**config.mk**
```make
export PLATFORM = sky130hd
export DESIGN_NAME = port_drive_and_direction_regs
export DESIGN_NICKNAME = d
export VERILOG_FILES = /design/src/pkg/port_regs_pkg.sv /design/src/pkg/pin_ctrl_if.sv /design/src/pin_sync.sv /design/src/port9_pin_driver.sv /design/src/port_drive_and_direction_regs.sv
export SDC_FILE = /design/constraint.sdc
export NUM_CORES = 1
export LEC_CHECK = 0
export ABC_AREA = 1
export BUFFER_PORTS_ARGS = -buffer_cell sky130_fd_sc_hd__buf_2
export CORE_ASPECT_RATIO = 0.5
export CORE_MARGIN = 3
export CORE_UTILIZATION = 42
export DETAILED_ROUTE_END_ITERATION = 6
export PLACE_DENSITY_LB_ADDON = 0.25
export SLEW_MARGIN = 20
export SYNTH_ARGS = -nofsm -noshare
export SYNTH_HDL_FRONTEND = slang
export SYNTH_SLANG_ARGS = --single-unit
```
**constraint.sdc**
```tcl
create_clock -name core_clk -period 1.3 [get_ports core_clk]
set_clock_uncertainty 0.1 [all_clocks]
set_input_delay 0.13 -clock core_clk [delete_from_list [all_inputs] [get_ports core_clk]]
set_output_delay 0.13 -clock core_clk [all_outputs]
set_load 0.02 [all_outputs]
```
**src/pkg/port_regs_pkg.sv**
```systemverilog
// Register map, field layouts, reset values and bus widths of the port control block.
package port_regs_pkg;

  localparam int ADR_W = 34;
  localparam int DAT_W = 32;
  localparam int SEL_W = 4;

  typedef logic [ADR_W-1:0] adr_t;
  typedef logic [DAT_W-1:0] dat_t;
  typedef logic [SEL_W-1:0] sel_t;

  // Word indices; the byte address on the bus is four times the index.
  localparam logic [31:0] DRIVE_TYPE_IDX = 32'h0FFFFC72;
  localparam logic [31:0] DRIVE_HIGH_IDX = 32'h0FFFFC73;
  localparam logic [31:0] LATCH_IDX      = 32'hFFFFF004;
  localparam logic [31:0] DMODE_IDX      = 32'hFFFFF024;
  localparam logic [31:0] CMODE_IDX      = 32'hFFFFF02C;
  localparam logic [31:0] PIN_LEVEL_IDX  = 32'hFFFFF0F0;

  localparam int IDX_LSB = 2;

  localparam logic [15:0] DRIVE_RST      = 16'h0000;
  localparam logic [15:0] DRIVE_IMPL_MAX = 16'hFFDF;
  localparam logic [15:0] LATCH_RST      = 16'h0000;
  localparam logic [15:0] DMODE_RST      = 16'hFFFF;
  localparam logic [7:0]  CMODE_RST      = 8'hFF;

  localparam int LATCH_BIT = 5;
  localparam int DMODE_BIT = 5;
  localparam int CMODE_BIT = 0;

  localparam int LVL_PORTC_BIT = 0;
  localparam int LVL_PORTD_BIT = 1;
  localparam int LVL_FLASH_BIT = 2;

  localparam int PORT9_W = 16;
  localparam int SYNC_W  = 3;

endpackage

```
**src/pkg/pin_ctrl_if.sv**
```systemverilog
// Carries per-bit drive requests of the sixteen-bit port to its pin driver.
`timescale 1ns/10ps
interface pin_ctrl_if;
  logic [15:0] outData;
  logic [15:0] outEnable;
  logic [15:0] openDrain;
  logic [15:0] pinO;
  logic [15:0] pinOe;

  modport ctrl (output outData, output outEnable, output openDrain, input pinO, input pinOe);
  modport drv  (input outData, input outEnable, input openDrain, output pinO, output pinOe);
endinterface

```
**src/pin_sync.sv**
```systemverilog
// Two-flop synchroniser for pin levels entering the core clock domain.
`timescale 1ns/10ps
module pin_sync #(
  parameter int W = 1
) (
  input  wire logic         core_clk,
  input  wire logic         sys_rst,
  input  wire logic [W-1:0] asyncIn,
  output logic      [W-1:0] syncOut
);

  logic [W-1:0] meta_r;

  always_ff @(posedge core_clk)
  begin
    if (sys_rst)
    begin
      meta_r  <= '0;
      syncOut <= '0;
    end
    else
    begin
      meta_r  <= asyncIn;
      syncOut <= meta_r;
    end
  end

endmodule

```
**src/port9_pin_driver.sv**
```systemverilog
// Per-bit push-pull or open-drain pin driver for the sixteen-bit port.
`timescale 1ns/10ps
module port9_pin_driver (
  input  wire logic core_clk,
  input  wire logic sys_rst,
  pin_ctrl_if.drv   pins
);

  genvar b;
  generate
    for (b = 0; b < 16; b++)
    begin : g_bit
      logic oNxt;
      logic oeNxt;
      logic o_r;
      logic oe_r;

      // Open drain pulls low for a 0 and releases the pin for a 1.
      assign oNxt  = pins.openDrain[b] ? 1'b0 : pins.outData[b];
      assign oeNxt = pins.outEnable[b] & (~pins.openDrain[b] | ~pins.outData[b]);

      always_ff @(posedge core_clk)
      begin
        if (sys_rst)
        begin
          o_r  <= 1'b0;
          oe_r <= 1'b0;
        end
        else
        begin
          o_r  <= oNxt;
          oe_r <= oeNxt;
        end
      end

      assign pins.pinO[b]  = o_r;
      assign pins.pinOe[b] = oe_r;
    end
  endgenerate

endmodule

```
**src/port_drive_and_direction_regs.sv**
```systemverilog
// Drive-type, direction and output-latch registers of three ports behind a Wishbone slave.
//
// How it works
// - Drive-type bit 0 push-pull, 1 open-drain.
// - Drive-type register resets to zero, read/write.
// - Only variant's implemented drive-type bits exist.
// - Drive-type register reachable as one halfword.
// - Drive-type also reachable as low/high bytes.
// - High byte register maps drive bits 8-15.
// - Port C mode resets FF; bit0 selects direction.
// - Port C pin direction chosen by software.
// - Port D pin direction chosen by software.
// - Port D latch bit 5 drives pin level.
// - Output latch as halfword or low byte.
// - Port D mode as halfword or low byte.
// - Flash programming mode takes port D pin over.
//
// Decided for this implementation: the Wishbone interface to the registers.
`timescale 1ns/10ps
module port_drive_and_direction_regs #(
  parameter logic [15:0] DRIVE_IMPL_MASK = port_regs_pkg::DRIVE_IMPL_MAX
) (
  input  wire logic                 core_clk,
  input  wire logic                 sys_rst,
  input  wire logic                 wb_cyc_i,
  input  wire logic                 wb_stb_i,
  input  wire logic                 wb_we_i,
  input  wire port_regs_pkg::adr_t  wb_adr_i,
  input  wire port_regs_pkg::sel_t  wb_sel_i,
  input  wire port_regs_pkg::dat_t  wb_dat_i,
  output port_regs_pkg::dat_t       wb_dat_o,
  output logic                      wb_ack_o,
  input  wire logic [15:0]          port9OutData,
  input  wire logic [15:0]          port9OutEnable,
  output logic      [15:0]          port9PinO,
  output logic      [15:0]          port9PinOe,
  input  wire logic                 portcOutData,
  input  wire logic                 portcPinI,
  output logic                      portcPinO,
  output logic                      portcPinOe,
  input  wire logic                 portdPinI,
  output logic                      portdPinO,
  output logic                      portdPinOe,
  input  wire logic                 flashModeEntry,
  output logic                      flash_mode_input,
  output logic                      portcPinLevel,
  output logic                      portdPinLevel
);

  import port_regs_pkg::*;

  // Bus handshake states.
  typedef enum logic [1:0] {
    BUS_IDLE = 2'b01,
    BUS_ACK  = 2'b10
  } bus_state_e;

  bus_state_e busState_r;
  bus_state_e busState_nxt;

  // Register state.
  logic [15:0] port9_drive_type_r;
  logic [15:0] portd_output_latch_r;
  logic [15:0] portd_direction_mode_r;
  logic [7:0]  portc_direction_mode_r;
  dat_t        rdData_r;
  logic        portcOutData_r;
  logic        portdPinO_r;
  logic        portdPinOe_r;
  logic        portcPinO_r;
  logic        portcPinOe_r;

  // Synchronised pin levels.
  logic [SYNC_W-1:0] pinAsync;
  logic [SYNC_W-1:0] pinSync;
  logic              flashMode;

  // Address decode.
  logic [31:0] wordIdx;
  logic        busReq;
  logic        selDrive;
  logic        selDriveHigh;
  logic        selLatch;
  logic        selDmode;
  logic        selCmode;
  logic        selLevel;
  logic        wrStrobe;
  logic        rdStrobe;

  // Byte-lane write enables and masked write values.
  logic        wrDriveLow;
  logic        wrDriveHigh;
  logic [7:0]  driveHighSrc;
  logic [15:0] driveWrVal;
  logic [15:0] port9_drive_type_nxt;
  logic        wrLatch;
  logic [15:0] portd_output_latch_nxt;
  logic        wrDmode;
  logic [15:0] portd_direction_mode_nxt;
  logic        wrCmode;
  logic [7:0]  portc_direction_mode_nxt;

  // Read multiplexer.
  logic [15:0] levelWord;
  dat_t        rdData_nxt;

  // Pin control values.
  logic        portcIsOutput;
  logic        portdIsOutput;
  logic        portdPinO_nxt;
  logic        portdPinOe_nxt;

  pin_ctrl_if port9Bus ();

  // Bus handshake.
  assign wordIdx  = wb_adr_i[IDX_LSB +: 32];
  assign busReq   = wb_cyc_i & wb_stb_i;

  always_comb
  begin
    busState_nxt = busState_r;
    case (busState_r)
      BUS_IDLE:
      begin
        if (busReq)
        begin
          busState_nxt = BUS_ACK;
        end
      end
      BUS_ACK:
      begin
        busState_nxt = BUS_IDLE;
      end
      default:
      begin
        busState_nxt = BUS_IDLE;
      end
    endcase
  end

  always_ff @(posedge core_clk)
  begin
    if (sys_rst)
    begin
      busState_r <= BUS_IDLE;
    end
    else
    begin
      busState_r <= busState_nxt;
    end
  end

  assign wb_ack_o = (busState_r == BUS_ACK) & busReq;

  // Writes take effect on the edge where the master samples ack.
  assign wrStrobe = wb_ack_o & wb_we_i;
  assign rdStrobe = (busState_r == BUS_IDLE) & busReq & ~wb_we_i;

  assign selDrive     = (wordIdx == DRIVE_TYPE_IDX);
  assign selDriveHigh = (wordIdx == DRIVE_HIGH_IDX);
  assign selLatch     = (wordIdx == LATCH_IDX);
  assign selDmode     = (wordIdx == DMODE_IDX);
  assign selCmode     = (wordIdx == CMODE_IDX);
  assign selLevel     = (wordIdx == PIN_LEVEL_IDX);

  // Drive-type register: halfword at one index, low byte on lane 0, high byte on lane 1.
  // The high-byte register places bits 8 to 15 on lane 0 of its own index.
  assign wrDriveLow   = wrStrobe & selDrive & wb_sel_i[0];
  assign wrDriveHigh  = wrStrobe & ((selDrive & wb_sel_i[1]) | (selDriveHigh & wb_sel_i[0]));
  assign driveHighSrc = selDriveHigh ? wb_dat_i[7:0] : wb_dat_i[15:8];

  assign driveWrVal[7:0]  = wrDriveLow  ? wb_dat_i[7:0] : port9_drive_type_r[7:0];
  assign driveWrVal[15:8] = wrDriveHigh ? driveHighSrc  : port9_drive_type_r[15:8];

  // Bits the variant does not implement stay at zero.
  assign port9_drive_type_nxt = driveWrVal & DRIVE_IMPL_MASK;

  // Port D latch: only the documented bit is writable.
  assign wrLatch = wrStrobe & selLatch & wb_sel_i[0];
  always_comb
  begin
    portd_output_latch_nxt = LATCH_RST;
    portd_output_latch_nxt[LATCH_BIT] = wrLatch ? wb_dat_i[LATCH_BIT]
                                                : portd_output_latch_r[LATCH_BIT];
  end

  // Port D mode: only the direction bit is writable, the others read as one.
  assign wrDmode = wrStrobe & selDmode & wb_sel_i[0];
  always_comb
  begin
    portd_direction_mode_nxt = DMODE_RST;
    portd_direction_mode_nxt[DMODE_BIT] = wrDmode ? wb_dat_i[DMODE_BIT]
                                                  : portd_direction_mode_r[DMODE_BIT];
  end

  // Port C mode: bits 7 to 1 are fixed at one.
  assign wrCmode = wrStrobe & selCmode & wb_sel_i[0];
  always_comb
  begin
    portc_direction_mode_nxt = CMODE_RST;
    portc_direction_mode_nxt[CMODE_BIT] = wrCmode ? wb_dat_i[CMODE_BIT]
                                                  : portc_direction_mode_r[CMODE_BIT];
  end

  always_ff @(posedge core_clk)
  begin
    if (sys_rst)
    begin
      port9_drive_type_r     <= DRIVE_RST;
      portd_output_latch_r   <= LATCH_RST;
      portd_direction_mode_r <= DMODE_RST;
      portc_direction_mode_r <= CMODE_RST;
    end
    else
    begin
      port9_drive_type_r     <= port9_drive_type_nxt;
      portd_output_latch_r   <= portd_output_latch_nxt;
      portd_direction_mode_r <= portd_direction_mode_nxt;
      portc_direction_mode_r <= portc_direction_mode_nxt;
    end
  end

  // Read data, captured when the request is first seen and held through ack.
  always_comb
  begin
    levelWord                = '0;
    levelWord[LVL_PORTC_BIT] = portcPinLevel;
    levelWord[LVL_PORTD_BIT] = portdPinLevel;
    levelWord[LVL_FLASH_BIT] = flashMode;
  end

  always_comb
  begin
    rdData_nxt = '0;
    if (selDrive)
    begin
      rdData_nxt[15:0] = port9_drive_type_r;
    end
    else if (selDriveHigh)
    begin
      rdData_nxt[7:0] = port9_drive_type_r[15:8];
    end
    else if (selLatch)
    begin
      rdData_nxt[15:0] = portd_output_latch_r;
    end
    else if (selDmode)
    begin
      rdData_nxt[15:0] = portd_direction_mode_r;
    end
    else if (selCmode)
    begin
      rdData_nxt[7:0] = portc_direction_mode_r;
    end
    else if (selLevel)
    begin
      rdData_nxt[15:0] = levelWord;
    end
  end

  always_ff @(posedge core_clk)
  begin
    if (sys_rst)
    begin
      rdData_r <= '0;
    end
    else if (rdStrobe)
    begin
      rdData_r <= rdData_nxt;
    end
  end

  assign wb_dat_o = rdData_r;

  // Pin input synchronisation.
  assign pinAsync = {flashModeEntry, portdPinI, portcPinI};

  pin_sync #(
    .W (SYNC_W)
  ) u_sync (
    .core_clk (core_clk),
    .sys_rst  (sys_rst),
    .asyncIn  (pinAsync),
    .syncOut  (pinSync)
  );

  assign portcPinLevel    = pinSync[0];
  assign portdPinLevel    = pinSync[1];
  assign flashMode        = pinSync[2];
  assign flash_mode_input = portdPinLevel;

  // Sixteen-bit port drive.
  assign port9Bus.outData   = port9OutData;
  assign port9Bus.outEnable = port9OutEnable;
  assign port9Bus.openDrain = port9_drive_type_r;

  port9_pin_driver u_port9 (
    .core_clk (core_clk),
    .sys_rst  (sys_rst),
    .pins     (port9Bus)
  );

  assign port9PinO  = port9Bus.pinO;
  assign port9PinOe = port9Bus.pinOe;

  // Port C: the mode bit alone sets the direction.
  assign portcIsOutput = ~portc_direction_mode_r[CMODE_BIT];

  // Port D: flash programming mode forces the pin to an input with no register help.
  assign portdIsOutput  = ~portd_direction_mode_r[DMODE_BIT] & ~flashMode;
  assign portdPinO_nxt  = portd_output_latch_r[LATCH_BIT];
  assign portdPinOe_nxt = portdIsOutput;

  always_ff @(posedge core_clk)
  begin
    if (sys_rst)
    begin
      portcOutData_r <= 1'b0;
      portcPinO_r    <= 1'b0;
      portcPinOe_r   <= 1'b0;
      portdPinO_r    <= 1'b0;
      portdPinOe_r   <= 1'b0;
    end
    else
    begin
      portcOutData_r <= portcOutData;
      portcPinO_r    <= portcOutData_r;
      portcPinOe_r   <= portcIsOutput;
      portdPinO_r    <= portdPinO_nxt;
      portdPinOe_r   <= portdPinOe_nxt;
    end
  end

  assign portcPinO  = portcPinO_r;
  assign portcPinOe = portcPinOe_r;
  assign portdPinO  = portdPinO_r;
  assign portdPinOe = portdPinOe_r;

endmodule

```
==> results.toml <==
[status]
status = "finished, violations left"
violations = "negative setup slack"

[worst_setup_path]
crit_chain = "nand2_4 > nor2_4 > nand2_2 > nor2_4 > buf_4 > buf_6 > nand4_1 > o21ai_1 > a21oi_1"
arrival_ps = 1630
critical_path.endpoint_type = "flip-flop"
worstSetupPathType = "reg2reg"
slowest_stage = "dfxtp_4"
cpMostUsedCell = "nor2_4"
path_max_fanout = 5
cp.required_ps = 1430
start_kind = "flip-flop"
cpPeakStageDelay_ps = 370

[route]
drc = 0
wire_per_inst_um = 12.9
first_iter_violations = 196
vias = 3971
drtPass1Iterations = 4
wl_mm = 11.0
drtAntennaViolNets = 0
viasPerCell = 4.66

[synthesis]
syn_area_per_cell_um2 = 7.23
synth_edf_count = 0
synth_cell_types = 34
ys_seq_area_share_pct = 42.2
syn_area_mm2 = 0.00375
ys.flop_type = "dfxtp_1"
yosys_warnings = 0
synth_cells = 519
synth-seq-cells = 79
synthArstFlopShare_pct = 0

[clock_network]
insertion_delay_ps = 330
clk_pin_slew_worst_paths_ps = 60
clock_sinks = 79
clock_path_buffers = 2
clockRootBuffer = "clkbuf_16"
cts_tree = "done"
cts_htree_levels = 3
numCtsBuffers = 9

[pwr]
total_power_mw = 5.87
power_per_cell_area_mw_per_mm2 = 1040
leakagePower_nw = 2.90
peakVddDrop_v = 0.000817

[placement]
dp_cells = 782
place_area_mm2 = 0.00467
dp_hpwl_mm = 7.71
gp_congestion = 0.870
io_buffers = 146

[die]
rows = 23
initial_core_util_pct = 44.9
die_h_um = 72.8
dieArea_mm2 = 0.0102
fp.dieW_um = 140
io-pin-count = 183
fp.coreArea_mm2 = 0.00835

[global_routing]
antenna_found_initial = 0
grt_usage_pct = 21.9
grt_max_degree = 57
grt_pass1_vias = 3839
grt_pass1_wl_mm = 17.9
overflow = 0

[cells_and_area]
fin_nets = 846
antenna_cells = 0
mostFrequentLayoutCell = "buf_2"
drive_gt1_share_pct = 36.8
layout.cells.non_filler = 852
fin_area_mm2 = 0.00564
fin_util_pct = 67.6
mostFrequentLayoutCells = "145 x buf_2, 128 x nand2_1, 77 x dfxtp_1"
syn_to_final_growth_pct = 50.4

[timing]
period_share_pct = 116
hold_violations = 0
finalWorstSetupSlack_ps = -204
timing.fmax_mhz = 665
rsz0062_at_grt = "true"
slew_viol_final = 0
setup_viol = 34
final.min_clock_period_ps = 1500

[job]
max_cap_viol_count = 0

[worst_hold_path]
hp-class = "in2reg"
per-layer routing:
layer / vias to the layer above / GRT usage [%] / share of wire (%)
li1: 2020 / - / -
met2: 137 / 38.2 / 47
met5: - / 0 / 0
met4: 0 / 4.19 / 0.80
met3: 11 / 6.61 / 7.6
met1: 1803 / 27.4 / 44
cell usage after synthesis, drive strengths merged (4+ instances only):
master	n	area, µm²
nand2	134	513
dfxtp	79	1580
nor2	70	309
buf	53	395
inv	51	191
a21oi	46	230
nand3	23	133
o21ai	21	109
nand4	10	68.8
clkbuf	8	30.0
nand3b	8	60.1
nor3	6	46.3
o211ai	4	30.0
final timing paths:
kind / start / endpoint / slack (ps) / cells past startpoint
worst min register to register: u_sync.meta_r[1]$_SDFF_PP0_ / u_sync.syncOut[1]$_SDFF_PP0_ / 300 / 2
worst max register to register: busState_r[1]$_SDFFE_PP0P_ / portd_output_latch_r[5]$_SDFFE_PP0P_ / -200 / 9
worst min-delay path: wb_dat_i[5] / portd_output_latch_r[5]$_SDFFE_PP0P_ / 20 / 3
worst max-delay path: busState_r[1]$_SDFFE_PP0P_ / portd_output_latch_r[5]$_SDFFE_PP0P_ / -200 / 9
state kept, by name, summed over array words and instances, names as in the netlist:
register and flops:
u_port9.g_bit.oe_r 16, portdPinOe 1, wb_dat_o 16, portcPinOe 1
port9Bus.openDrain 15, u_sync.meta_r 3, busState_r 2, u_port9.g_bit.o_r 16
portd_direction_mode_r 1, portcPinO 1, portc_direction_mode_r 1, portcOutData_r 1
u_sync.syncOut 3, portd_output_latch_r 1, portdPinO 1
worst max-delay path, delay by kind of cell (launching register included):
kind            cells  cell delay [ps]
buf+inv             2              230
compound gates      2              200
flops               1              370
simple gates        5              500
logic make-up after synthesis:
family	synth area share [%]
and+or+nand+nor	31.2
buffers and inverters	16.4
DFF	42.2
AOI/OAI and AO/OA	10.1
other	0.100
stage by stage:
step	setup TNS [ps]	hold WS, ps	setup WS, ps
final	-4910	16.8	-204
after global routing	-8860	40.2	-333
after CTS	-4210	8.99	-172
after detailed placement	-9170	223	-350
after global placement	-7880	220	-313
after floorplan	-2910	101	-239
power breakdown:
group          switching (mW)  internal, mW
Combinational           0.406         0.350
Clock                   0.995          1.60
Sequential             0.0260          2.50
Total                    1.43          4.44
layout make-up:
class | instances | area (µm²)
Fill cell | 693 | 2700
Sequential cell | 79 | 1590
Inverter | 51 | 191
Tap cell | 112 | 140
Timing Repair Buffer | 250 | 1680
Clock buffer | 12 | 256
Clock inverter | 4 | 53.8
Multi-Input combinational cell | 344 | 1730
what timing repair did:
action	CTS	global route
setup buffers	7	3
resized for setup	29	8
hold buffers	43	7
setup endpoints to repair	35	43
pin swaps	13	7
endpoints found under the hold margin	43	7
gates cloned	1	0
No activity file was read; power rests on OpenSTA's default activity.
